**config.mk**
```make
export PLATFORM = sky130hd
export DESIGN_NAME = ddtc_top
export DESIGN_NICKNAME = d
export VERILOG_FILES = /design/src/rtl/ddtc_pkg.sv /design/src/rtl/ddtc_top.sv
export VERILOG_INCLUDE_DIRS = /design/src /design/src/rtl
export SDC_FILE = /design/constraint.sdc
export NUM_CORES = 1
export LEC_CHECK = 0
export BUFFER_PORTS_ARGS = -buffer_cell sky130_fd_sc_hd__buf_2
export CAP_MARGIN = 5
export CORE_UTILIZATION = 50
export CTS_BUF_LIST = sky130_fd_sc_hd__clkbuf_4 sky130_fd_sc_hd__clkbuf_8
export DETAILED_ROUTE_END_ITERATION = 7
export GPL_TIMING_DRIVEN = 0
export PLACE_DENSITY_LB_ADDON = 0.3
export SYNTH_ARGS = -nofsm -noshare
export SYNTH_HDL_FRONTEND = slang
export SYNTH_SLANG_ARGS = --single-unit
```
**constraint.sdc**
```tcl
create_clock -name sys_clk -period 8 [get_ports sys_clk]
set_input_delay 0.8 -clock sys_clk [delete_from_list [all_inputs] [get_ports sys_clk]]
set_output_delay 0.8 -clock sys_clk [all_outputs]
set_load 0.02 [all_outputs]
```
**src/rtl/ddtc_params.svh**
```systemverilog
// Operation
// - Output code register is never written by software, only loaded on transfer.
// - Trigger disabled: hold value reaches output one cycle after the write.
// - Timer or interrupt-line trigger: transfer completes three cycles after trigger.
// - Software trigger: transfer completes two cycles after the trigger write.
// - Each channel picks timer, interrupt line or software as trigger source.
// - Single writes take [7:0], [15:4] or [11:0] per format.
// - Dual left-aligned: channel 1 from [15:4], channel 2 from [31:20].
// - Dual right-aligned: channel 1 from [11:0], channel 2 from [27:16].
// - Dual 8-bit: [15:0], low byte channel 1, high byte channel 2.
// - Output code is 12-bit unsigned, 4095 full scale.
// - Channels run independently; one never disturbs the other.
// - Each channel has its own noise and triangle generator.
// - One dual write updates both channels' holding data.
// - Both triggers off: dual write loads both outputs together next cycle.
// - Same timer or interrupt-line source on both channels transfers both together.
// - Different sources: each channel transfers only on its own trigger.
// - Noise mask setting held separately per channel.
// - Triangle amplitude setting held separately per channel.
// - Source codes 0-5 timers, 6 interrupt line 9, 7 software.
// - Selector n unmasks bits [n:0], amplitude 2^(n+1)-1, capped at 4095.
`ifndef DDTC_PARAMS_SVH
`define DDTC_PARAMS_SVH
`define DDTC_OFS_CTRL      6'h00
`define DDTC_OFS_SWTRG     6'h04
`define DDTC_OFS_H12R1     6'h08
`define DDTC_OFS_H12L1     6'h0c
`define DDTC_OFS_H8R1      6'h10
`define DDTC_OFS_H12R2     6'h14
`define DDTC_OFS_H12L2     6'h18
`define DDTC_OFS_H8R2      6'h1c
`define DDTC_OFS_D12R      6'h20
`define DDTC_OFS_D12L      6'h24
`define DDTC_OFS_D8R       6'h28
`define DDTC_OFS_OUT1      6'h2c
`define DDTC_OFS_OUT2      6'h30
`define DDTC_CTRL_RST      32'h0000_0000
`define DDTC_CTRL_MASK     32'h1fff_1fff
`define DDTC_CH2_SHIFT     16
`define DDTC_TEN_BIT       2
`define DDTC_TSEL_LSB      3
`define DDTC_WAVE_LSB      6
`define DDTC_MAMP_LSB      8
`define DDTC_SRC_EXTI      3'h6
`define DDTC_SRC_SW        3'h7
`define DDTC_HW_DELAY      2'h2
`define DDTC_LFSR_SEED     12'haaa
`define DDTC_FULL_SCALE    12'hfff
`endif

```
**src/rtl/ddtc_pkg.sv**
```systemverilog
`default_nettype none
package ddtc_pkg;
    typedef struct packed {
        logic [5:0]  addr;
        logic [31:0] wdata;
        logic        wr;
        logic        rd;
    } ddtc_bus_req_t;
    typedef enum logic [1:0] {
        DDTC_WAVE_NONE  = 2'b00,
        DDTC_WAVE_NOISE = 2'b01,
        DDTC_WAVE_TRI   = 2'b10,
        DDTC_WAVE_TRI2  = 2'b11
    } ddtc_wave_t;
endpackage
`default_nettype wire

```
**src/rtl/ddtc_top.sv**
```systemverilog
`include "ddtc_params.svh"
`default_nettype none
module ddtc_top (
    // clock and reset
    input  wire logic                   sys_clk,
    input  wire logic                   reset_n,
    // register port
    input  wire ddtc_pkg::ddtc_bus_req_t bus_req,
    output logic [31:0]                 rdata,
    // trigger sources, asynchronous pins
    input  wire logic [5:0]             timer_trig,
    input  wire logic                   exti_line9,
    // codes to the analog stage
    output logic [11:0]                 ch1_code,
    output logic [11:0]                 ch2_code
);
    import ddtc_pkg::*;

    logic [31:0]      ctrl_r;
    logic [1:0]       swtrg_r;
    logic [11:0]      hold_r   [2];
    logic [11:0]      out_r    [2];
    logic [11:0]      lfsr_r   [2];
    logic [11:0]      tri_r    [2];
    logic [1:0]       tri_dn_r;
    logic [1:0]       sw_load_r;
    logic [1:0]       auto_r;
    logic [1:0]       hw_pend_r;
    logic [1:0]       hw_cnt_r [2];
    logic [6:0]       ext_s1_r;
    logic [6:0]       ext_s2_r;
    logic [6:0]       ext_s3_r;
    logic [1:0]       hold_wr;
    logic [11:0]      hold_nxt [2];
    logic [1:0]       xfer;
    logic [1:0]       hw_fire;

    function automatic logic [11:0] ddtc_mask(input logic [3:0] n);
        // selector n opens bits [n:0], saturating at twelve bits
        ddtc_mask = (n >= 4'hb) ? `DDTC_FULL_SCALE : 12'((13'h2 << n) - 13'h1);
    endfunction

    function automatic logic [11:0] ddtc_sat(input logic [11:0] a, input logic [11:0] b);
        logic [12:0] s;
        s = {1'b0, a} + {1'b0, b};
        ddtc_sat = s[12] ? `DDTC_FULL_SCALE : s[11:0];
    endfunction

    // trigger pins: two flops, third for edge detect
    always_ff @(posedge sys_clk or negedge reset_n) begin
        if (!reset_n) begin
            ext_s1_r <= 7'h00;
            ext_s2_r <= 7'h00;
            ext_s3_r <= 7'h00;
        end else begin
            ext_s1_r <= {exti_line9, timer_trig};
            ext_s2_r <= ext_s1_r;
            ext_s3_r <= ext_s2_r;
        end
    end

    wire logic [31:0] wd = bus_req.wdata;
    wire logic        wr = bus_req.wr;

    always_ff @(posedge sys_clk or negedge reset_n) begin
        if (!reset_n) begin
            ctrl_r <= `DDTC_CTRL_RST;
        end else if (wr && bus_req.addr == `DDTC_OFS_CTRL) begin
            ctrl_r <= wd & `DDTC_CTRL_MASK;
        end
    end

    // holding data decode per write format
    always_comb begin
        hold_wr     = 2'b00;
        hold_nxt[0] = hold_r[0];
        hold_nxt[1] = hold_r[1];
        if (wr) begin
            unique case (bus_req.addr)
                `DDTC_OFS_H12R1: begin
                    hold_wr     = 2'b01;
                    hold_nxt[0] = wd[11:0];
                end
                `DDTC_OFS_H12L1: begin
                    hold_wr     = 2'b01;
                    hold_nxt[0] = wd[15:4];
                end
                `DDTC_OFS_H8R1: begin
                    hold_wr     = 2'b01;
                    hold_nxt[0] = {wd[7:0], 4'h0};
                end
                `DDTC_OFS_H12R2: begin
                    hold_wr     = 2'b10;
                    hold_nxt[1] = wd[11:0];
                end
                `DDTC_OFS_H12L2: begin
                    hold_wr     = 2'b10;
                    hold_nxt[1] = wd[15:4];
                end
                `DDTC_OFS_H8R2: begin
                    hold_wr     = 2'b10;
                    hold_nxt[1] = {wd[7:0], 4'h0};
                end
                `DDTC_OFS_D12R: begin
                    hold_wr = 2'b11;
                    hold_nxt[0] = wd[11:0];
                    hold_nxt[1] = wd[27:16];
                end
                `DDTC_OFS_D12L: begin
                    hold_wr = 2'b11;
                    hold_nxt[0] = wd[15:4];
                    hold_nxt[1] = wd[31:20];
                end
                `DDTC_OFS_D8R: begin
                    hold_wr = 2'b11;
                    hold_nxt[0] = {wd[7:0], 4'h0};
                    hold_nxt[1] = {wd[15:8], 4'h0};
                end
                default: begin
                    hold_wr = 2'b00;
                end
            endcase
        end
    end

    genvar c;
    generate
        for (c = 0; c < 2; c++) begin : g_ch
            localparam int SH = c * `DDTC_CH2_SHIFT;
            wire logic       ten  = ctrl_r[SH + `DDTC_TEN_BIT];
            wire logic [2:0] tsel = ctrl_r[SH + `DDTC_TSEL_LSB +: 3];
            wire ddtc_wave_t wave = ddtc_wave_t'(ctrl_r[SH + `DDTC_WAVE_LSB +: 2]);
            wire logic [3:0] mamp = ctrl_r[SH + `DDTC_MAMP_LSB +: 4];
            wire logic [11:0] amp = ddtc_mask(mamp);
            logic             edge_hit;

            always_comb begin
                edge_hit = 1'b0;
                if (tsel == `DDTC_SRC_EXTI) begin
                    edge_hit = ext_s2_r[6] & ~ext_s3_r[6];
                end else if (tsel != `DDTC_SRC_SW) begin
                    edge_hit = ext_s2_r[tsel] & ~ext_s3_r[tsel];
                end
            end
            assign hw_fire[c] = ten & edge_hit;

            always_ff @(posedge sys_clk or negedge reset_n) begin
                if (!reset_n) begin
                    hold_r[c] <= 12'h000;
                end else if (hold_wr[c]) begin
                    hold_r[c] <= hold_nxt[c];
                end
            end

            always_ff @(posedge sys_clk or negedge reset_n) begin
                if (!reset_n) begin
                    auto_r[c] <= 1'b0;
                end else begin
                    auto_r[c] <= hold_wr[c] & ~ten;
                end
            end

            always_ff @(posedge sys_clk or negedge reset_n) begin
                if (!reset_n) begin
                    hw_pend_r[c] <= 1'b0;
                    hw_cnt_r[c]  <= 2'h0;
                end else if (hw_fire[c]) begin
                    hw_pend_r[c] <= 1'b1;
                    hw_cnt_r[c]  <= 2'h0;
                end else if (hw_pend_r[c]) begin
                    hw_cnt_r[c]  <= hw_cnt_r[c] + 2'h1;
                    hw_pend_r[c] <= (hw_cnt_r[c] != `DDTC_HW_DELAY);
                end
            end

            // software trigger load one cycle on
            always_ff @(posedge sys_clk or negedge reset_n) begin
                if (!reset_n) begin
                    sw_load_r[c] <= 1'b0;
                end else begin
                    // one pulse per request, bit clears on the transfer edge
                    sw_load_r[c] <= swtrg_r[c] & ~sw_load_r[c] & ten
                                  & (tsel == `DDTC_SRC_SW);
                end
            end

            // each channel fires on its own source only
            assign xfer[c] = auto_r[c] | sw_load_r[c]
                           | (hw_pend_r[c] & (hw_cnt_r[c] == `DDTC_HW_DELAY));

            always_ff @(posedge sys_clk or negedge reset_n) begin
                if (!reset_n) begin
                    lfsr_r[c] <= `DDTC_LFSR_SEED;
                end else if (xfer[c] && wave == DDTC_WAVE_NOISE) begin
                    lfsr_r[c] <= {lfsr_r[c][10:0],
                                  lfsr_r[c][11] ^ lfsr_r[c][5] ^ lfsr_r[c][3] ^ lfsr_r[c][0]};
                end
            end

            always_ff @(posedge sys_clk or negedge reset_n) begin
                if (!reset_n) begin
                    tri_r[c]    <= 12'h000;
                    tri_dn_r[c] <= 1'b0;
                end else if (xfer[c] && wave[1]) begin
                    if (!tri_dn_r[c]) begin
                        if (tri_r[c] >= amp) begin
                            tri_dn_r[c] <= 1'b1;
                            tri_r[c]    <= tri_r[c] - 12'h001;
                        end else begin
                            tri_r[c] <= tri_r[c] + 12'h001;
                        end
                    end else if (tri_r[c] == 12'h000) begin
                        tri_dn_r[c] <= 1'b0;
                        tri_r[c]    <= 12'h001;
                    end else begin
                        tri_r[c] <= tri_r[c] - 12'h001;
                    end
                end
            end

            always_ff @(posedge sys_clk or negedge reset_n) begin
                if (!reset_n) begin
                    out_r[c] <= 12'h000;
                end else if (xfer[c]) begin
                    unique case (wave)
                        DDTC_WAVE_NONE:  out_r[c] <= hold_r[c];
                        DDTC_WAVE_NOISE: out_r[c] <= ddtc_sat(hold_r[c], lfsr_r[c] & amp);
                        DDTC_WAVE_TRI,
                        DDTC_WAVE_TRI2:  out_r[c] <= ddtc_sat(hold_r[c], tri_r[c]);
                    endcase
                end
            end
        end
    endgenerate

    // software trigger self-clear, write sets win
    always_ff @(posedge sys_clk or negedge reset_n) begin
        if (!reset_n) begin
            swtrg_r <= 2'b00;
        end else if (wr && bus_req.addr == `DDTC_OFS_SWTRG) begin
            swtrg_r <= wd[1:0];
        end else begin
            swtrg_r <= swtrg_r & ~sw_load_r;
        end
    end

    // 12-bit codes registered from output registers, one cycle behind
    always_ff @(posedge sys_clk or negedge reset_n) begin
        if (!reset_n) begin
            ch1_code <= 12'h000;
            ch2_code <= 12'h000;
        end else begin
            ch1_code <= out_r[0];
            ch2_code <= out_r[1];
        end
    end

    always_ff @(posedge sys_clk or negedge reset_n) begin
        if (!reset_n) begin
            rdata <= 32'h0000_0000;
        end else if (bus_req.rd) begin
            unique case (bus_req.addr)
                `DDTC_OFS_CTRL:  rdata <= ctrl_r;
                `DDTC_OFS_SWTRG: rdata <= {30'h0, swtrg_r};
                `DDTC_OFS_H12R1: rdata <= {20'h0, hold_r[0]};
                `DDTC_OFS_H12L1: rdata <= {16'h0, hold_r[0], 4'h0};
                `DDTC_OFS_H8R1:  rdata <= {24'h0, hold_r[0][11:4]};
                `DDTC_OFS_H12R2: rdata <= {20'h0, hold_r[1]};
                `DDTC_OFS_H12L2: rdata <= {16'h0, hold_r[1], 4'h0};
                `DDTC_OFS_H8R2:  rdata <= {24'h0, hold_r[1][11:4]};
                `DDTC_OFS_D12R:  rdata <= {4'h0, hold_r[1], 4'h0, hold_r[0]};
                `DDTC_OFS_D12L:  rdata <= {hold_r[1], 4'h0, hold_r[0], 4'h0};
                `DDTC_OFS_D8R:   rdata <= {16'h0, hold_r[1][11:4], hold_r[0][11:4]};
                `DDTC_OFS_OUT1:  rdata <= {20'h0, out_r[0]};
                `DDTC_OFS_OUT2:  rdata <= {20'h0, out_r[1]};
                default:         rdata <= 32'h0000_0000;
            endcase
        end else begin
            rdata <= 32'h0000_0000;
        end
    end
endmodule
`default_nettype wire

```
==> results of run 1 <==
[kinds of logic after synthesis]
kind of cell	share of synthesized area
AND/OR/NAND/NOR	0.1769
XOR/XNOR	0.02411
buffers and inverters	0.04405
flip-flops	0.3872
adder cells (fa/ha/maj)	0.07651
multiplexers	0.03807
AO/OA/AOI/OAI	0.2532
[how the worst max path moves through the flow]
stage,from,end,cells past startpoint
after floorplan,ctrl_r[11],out_r[17],16
after global placement,reset_n,tri_r[21],1
after detailed placement,ctrl_r[26],out_r[11],17
after CTS,ctrl_r[26],out_r[11],17
after global routing,ctrl_r[26],out_r[11],17
final,ctrl_r[26],out_r[11],17
[worst reg2reg max path, stage by stage, from the launching register on]
cell and delay [ns]:
dfrtp_1 0.35, clkbuf_1 0.18, clkbuf_1 0.28, nor4_1 0.55
inv_1 0.15, ha_1 0.21, clkbuf_1 0.20, nor2_1 0.25
a21oi_1 0.08, o32ai_1 0.24, nor2_1 0.12, ha_1 0.25
a2111oi_2 0.45, inv_1 0.08, o211ai_1 0.32, a31oi_1 0.27
a2111oi_0 0.80, o22ai_1 0.16
[metal layers]
| metal | global-route usage | up-vias | part of all wire |
|---|---|---|---|
| li1 | - | 5949 | - |
| met1 | 0.4239 | 6250 | 0.41 |
| met2 | 0.5071 | 702 | 0.45 |
| met3 | 0.05971 | 135 | 0.095 |
| met4 | 0.1411 | 4 | 0.040 |
| met5 | 0 | - | 0.00043 |
[final cells by class]
cell class                 count  area share
antenna                        1   0.0001599
buffer                        85     0.02542
clock buffer                  59     0.04749
clock inverter                 9    0.008075
inverter                      56     0.01343
multi-input combinational   1139      0.5016
sequential                   213      0.3415
tap                          341     0.02726
timing repair buffer         103     0.03502
[metrics by stage]
step                power, mW  hold WS (ns)
CTS                     4.158        0.2831
global route            4.402        0.3095
finish                  4.170        0.2365
global placement        2.951        0.3317
floorplan               2.476        0.3312
detailed placement      2.990        0.3356
[state kept, by name (all words and copies together), names as in the netlist, 7 cells and up]
name	cells
ext_s3_r	7
lfsr_r	24
ext_s2_r	7
ext_s1_r	7
rdata	32
ctrl_r	26
out_r	24
tri_r	24
ch2_code	12
hold_r	24
ch1_code	12
[layout by cell type (no fill, tap or decap), drive strengths merged, types with 10 or more instances in the layout]
cell      n
a221oi   10
a22o     10
nor2    114
o21ai    93
o31ai    13
mux2     36
nor4     16
o211ai   11
nand4    20
a22oi    34
o22ai    12
xor2     11
a211o    15
buf     134
and3     14
nand2   123
dfstp    12
nor2b    23
ha       78
dfrtp   201
xnor2    27
nand3    31
a211oi   24
a31oi    24
a222oi   34
inv      57
a21oi    99
nor3     40
nand2b   15
mux2i    12
nor3b    14
clkbuf  113
o21a     13
or3      16
a21o     36
[power groups by stage]
stage / clock (mW) / sequential [mW] / combinational (mW)
2_1_floorplan: 0 / 1.51 / 0.964
3_3_place_gp: 0 / 1.60 / 1.36
3_5_place_dp: 0 / 1.60 / 1.39
4_1_cts: 1.18 / 1.58 / 1.40
5_1_grt: 1.22 / 1.61 / 1.57
6_report: 1.15 / 1.60 / 1.42
==> flow_summary.json, run 1 <==
{
  "p_sw_frac": 0.3959,
  "finalWirelength_um": 44680,
  "crit_path_top_delay_cell": "a2111oi_0",
  "crit_arrival_ns": 5.46,
  "place.gp.congestion": 0.9672,
  "io_pins": 105,
  "finClkSkew_ns": 0.02874,
  "fin_area_um2": 15650,
  "die_h_um": 168.2,
  "placed_area_um2": 14780,
  "synth-seq-area-share": 0.3872,
  "violations": "DRC",
  "switching_power_mw": 1.651,
  "clock.fmax_ghz": 0.1960,
  "wire_per_inst_um": 22.27,
  "die_x_um": 168.2,
  "critPathTopFamily": "compound AO/OA/AOI/OAI gates",
  "core_um2": 27030,
  "track_usage": 0.3185,
  "synth.top_cell.area_share": 0.3644,
  "synth_common_cells": "201 x dfrtp_1, 121 x nand2_1, 112 x nor2_1, 99 x a21oi_1, 80 x o21ai_0",
  "clock_latency_ns": 0.55,
  "crit_path_max_incr_delay_ns": 0.80,
  "via_count": 13040,
  "cp-end-kind": "flop",
  "rows": 60,
  "min_period_ns": 5.103,
  "grt_start_max_net_pins": 126,
  "rsz0062_at_grt": "no",
  "multi_input_area_um2": 7850,
  "drcViolationCount": 2,
  "cts.repair.resized": 0,
  "setup_slack_ns": 2.897,
  "ys_ff_latch": 213,
  "start_util": 0.5107,
  "cts_made_buffers": 39,
  "synth_edf_count": 0,
  "synth_area_leaders": "dfrtp_1 36%, ha_1 7.1%, a21oi_1 3.6%, nand2_1 3.3%, nor2_1 3.0%",
  "fillerInstances": 2413,
  "antenna_found_initial": 3,
  "hold_viol_final": 0,
  "r2r_cells": 17,
  "netlist_instances": 1493,
  "powerDensity_nw_per_um2": 266.5,
  "cts_setup_buffers": 0,
  "vias_per_cell": 6.500,
  "io_buffers": 102,
  "h-tree-depth": 2,
  "final_util": 0.5791,
  "reg2reg_to": "out_r[11]",
  "grt_pass1_vias": 12512,
  "synth_most_common_cell": "dfrtp_1",
  "p_seq_frac": 0.383,
  "fin_nets": 1768,
  "syn_area_per_cell_um2": 9.245,
  "path_buf_inv": 5,
  "worstReg2RegStart": "ctrl_r[26]",
  "place_inst": 1937,
  "dp_hpwl_um": 33230,
  "dieArea_um2": 28270,
  "worstMarginPinSlew_ns": 1.279,
  "synth_area_um2": 13800,
  "async_flop_share": 1.000,
  "numClockSinks": 213,
  "internal_power_mw": 2.519,
  "fin_cells": 2006,
  "fin_tns_setup_ns": 0,
  "synth-main-ff-cell": "dfrtp_1",
  "post-place-ws_ns": 3.048,
  "antenna_left": 0,
  "path_max_fanout": 10,
  "synth_warnings": 0,
  "required_ns": 8.36,
  "drt_iter0_drc": 1711,
  "synth.distinct_cells": 91,
  "grt_pass1_wl_um": 69950,
  "pwr-share-clk": 0.276,
  "syn_nets": 1624,
  "critPathKind": "reg2reg",
  "ctsHoldBuffers": 0,
  "cts.clk_slew.worst_paths_ns": 0.05,
  "gr-total-overflow": 0,
  "dr.pass1.iters": 8,
  "drive_above_1_share": 0.1575,
  "ff2ff_setup_slack_ns": 2.90,
  "comb_power_share": 0.341,
  "clock_path_buffers": 3,
  "peakVddDrop_mv": 0.1719,
  "critPathLaunchType": "flop",
  "maxSlewViolCount": 0,
  "path_cells": "clkbuf_1 -> clkbuf_1 -> nor4_1 -> inv_1 -> ha_1 -> clkbuf_1 -> nor2_1 -> a21oi_1 -> o32ai_1 -> nor2_1 -> ha_1 -> a2111oi_2 -> inv_1 -> o211ai_1 -> a31oi_1 -> a2111oi_0 -> o22ai_1",
  "hold_path.class": "in2async",
  "clockRootBuffer": "clkbuf_8",
  "status": "finished with violations",
  "period_share": 0.6378,
  "cts_tree": "built",
  "cp_common_cell": "clkbuf_1",
  "ff_latch_area_um2": 5345,
  "yosys.area.top_type": "dfrtp_1",
  "area_growth_syn_to_layout_pct": 13.38,
  "setup_viol": 0,
  "drv_cap": 0,
  "p_leak_nw": 7.001,
  "slew_headroom": 0.1420
}
No activity file was read; power rests on OpenSTA's default activity.
==> run 2, diff against run 1 <==
==> constraint.sdc (replaced) <==
create_clock -name sys_clk -period 4.8 [get_ports sys_clk]
set_input_delay 0.48 -clock sys_clk [delete_from_list [all_inputs] [get_ports sys_clk]]
set_output_delay 0.48 -clock sys_clk [all_outputs]
set_load 0.02 [all_outputs]
==> flow_summary.json, run 2 (synthesis results as in run 1) <==
{
  "period_share": 0.9351,
  "hold_path.class": "in2reg",
  "critPathKind": "reg2reg",
  "ff2ff_setup_slack_ns": 0.31,
  "path_max_fanout": 10,
  "wire_per_inst_um": 22.30,
  "cts_made_buffers": 39,
  "critPathTopFamily": "compound AO/OA/AOI/OAI gates",
  "dieArea_um2": 28270,
  "totalPowerFinal_mw": 6.964,
  "cp-end-kind": "flop",
  "maxSlewViolCount": 0,
  "critPathLaunchType": "flop",
  "whs_ns": 0.03603,
  "drive_above_1_share": 0.1598,
  "numClockSinks": 213,
  "fin_cells": 2007,
  "hold_viol_final": 0,
  "layout_commonest_cell": "dfrtp_1",
  "grt_pass1_wl_um": 69940,
  "clock_latency_ns": 0.55,
  "grt_start_max_net_pins": 126,
  "io_buffers": 102,
  "place_inst": 1937,
  "largest_reg_flops": 32,
  "ff_latch_area_um2": 5345,
  "die_h_um": 168.2,
  "mostFrequentLayoutCells": "201 x dfrtp_1, 121 x nand2_1, 119 x buf_2, 112 x nor2_1, 99 x a21oi_1",
  "place.gp.congestion": 0.9672,
  "via_count": 12993,
  "crit_path_max_incr_delay_ns": 0.45,
  "die_x_um": 168.2,
  "core_um2": 27030,
  "dr.pass1.iters": 8,
  "vias_per_cell": 6.474,
  "drv_cap": 0,
  "multi_input_area_um2": 7869,
  "area_growth_syn_to_layout_pct": 13.60,
  "cts_setup_buffers": 0,
  "status": "finished with violations",
  "crit_arrival_ns": 4.90,
  "antenna_found_initial": 3,
  "slew_headroom": 0.08999,
  "dp_hpwl_um": 33230,
  "rsz0062_at_grt": "no",
  "fillerInstances": 2403,
  "antenna_left": 0,
  "finalWirelength_um": 44760,
  "io_pins": 105,
  "final_util": 0.5802,
  "crit_path_top_delay_cell": "dfrtp_1",
  "cts_tree": "built",
  "path_cells": "clkbuf_1 -> nor2_1 -> nand2_1 -> ha_1 -> inv_1 -> nand2_1 -> a32o_1 -> a221oi_1 -> nor2b_1 -> ha_1 -> or2_2 -> o22ai_1 -> a21o_1 -> o21ai_2 -> o311a_1 -> a211o_1",
  "gr-total-overflow": 0,
  "required_ns": 5.21,
  "worstMarginPinSlew_ns": 1.357,
  "peakVddDrop_mv": 0.2859,
  "grt_pass1_vias": 12514,
  "p_leak_nw": 7.012,
  "drcViolationCount": 10,
  "drt_iter0_drc": 1637,
  "fin_nets": 1769,
  "top_register": "rdata",
  "start_util": 0.5107,
  "path_buf_inv": 2,
  "clock_path_buffers": 3,
  "cts.clk_slew.worst_paths_ns": 0.06,
  "h-tree-depth": 2,
  "clockRootBuffer": "clkbuf_8",
  "clock.fmax_ghz": 0.2228,
  "violations": "DRC",
  "powerDensity_nw_per_um2": 444.1,
  "min_period_ns": 4.489,
  "rows": 60,
  "top_regs": "rdata: 32 flops, ctrl_r: 26 flops",
  "track_usage": 0.3185,
  "setup_viol": 0,
  "finClkSkew_ns": 0.02349
}
==> run 2: layer usage <==
layer / share of wire / track usage / vias up
met2: 0.45 / 0.5067 / 674
met3: 0.097 / 0.06088 / 144
met4: 0.042 / 0.1415 / 2
li1: - / - / 5960
met1: 0.41 / 0.4233 / 6213
met5: 0.00018 / 0 / -
==> run 2: worst paths after layout <==
| path | start | to | cells after the start |
|---|---|---|---|
| setup / recovery | ctrl_r[11] | out_r[17] | 16 |
| hold / removal | timer_trig[5] | ext_s1_r[5] | 1 |
| setup reg to reg | ctrl_r[11] | out_r[17] | 16 |
| hold reg to reg | ext_s1_r[4] | ext_s2_r[4] | 0 |
| max in group asynchronous | reset_n | tri_dn_r[0] | 3 |
| min in group asynchronous | reset_n | lfsr_r[6] | 2 |
==> run 2: where the power goes <==
part,internal [mW],switching (mW)
Clock,1.15,0.774
Sequential,2.13,0.535
Combinational,0.924,1.45
Total,4.20,2.76
==> run 2: final cells by class <==
type	count	share of cell area
multi-input combinational	1139	0.5018
sequential	213	0.3409
clock buffer	59	0.04740
timing repair buffer	104	0.03559
tap	341	0.02721
buffer	85	0.02545
inverter	56	0.01341
clock inverter	9	0.008059
antenna	1	0.0001596
==> run 2: timing repair <==
action | 4_1_cts | 5_1_grt
hold endpoints to repair | 37 | 0
endpoints found under the setup margin | 1 | 15
hold buffers | 1 | 0
pin swaps | 0 | 0
resized for setup | 2 | 5
==> run 2: worst reg2reg max path, cell delays in order (launching register included) <==
cell      delay (ns)
dfrtp_1         0.45
clkbuf_1        0.31
nor2_1          0.32
nand2_1         0.14
ha_1            0.29
inv_1           0.19
nand2_1         0.07
a32o_1          0.27
a221oi_1        0.39
nor2b_1         0.11
ha_1            0.20
or2_2           0.31
o22ai_1         0.29
a21o_1          0.19
o21ai_2         0.15
o311a_1         0.38
a211o_1         0.28
==> run 2: metrics by stage <==
| stage | cell area [um2] | setup TNS (ns) | setup slack, ns |
|---|---|---|---|
| finish | 15680 | 0 | 0.3114 |
| global route | 15680 | 0 | 0.02302 |
| CTS | 15660 | 0 | 0.05589 |
| detailed placement | 14780 | -0.1518 | -0.1518 |
| global placement | 14740 | -65.44 | -0.3503 |
| floorplan | 13800 | 0 | 1.038 |
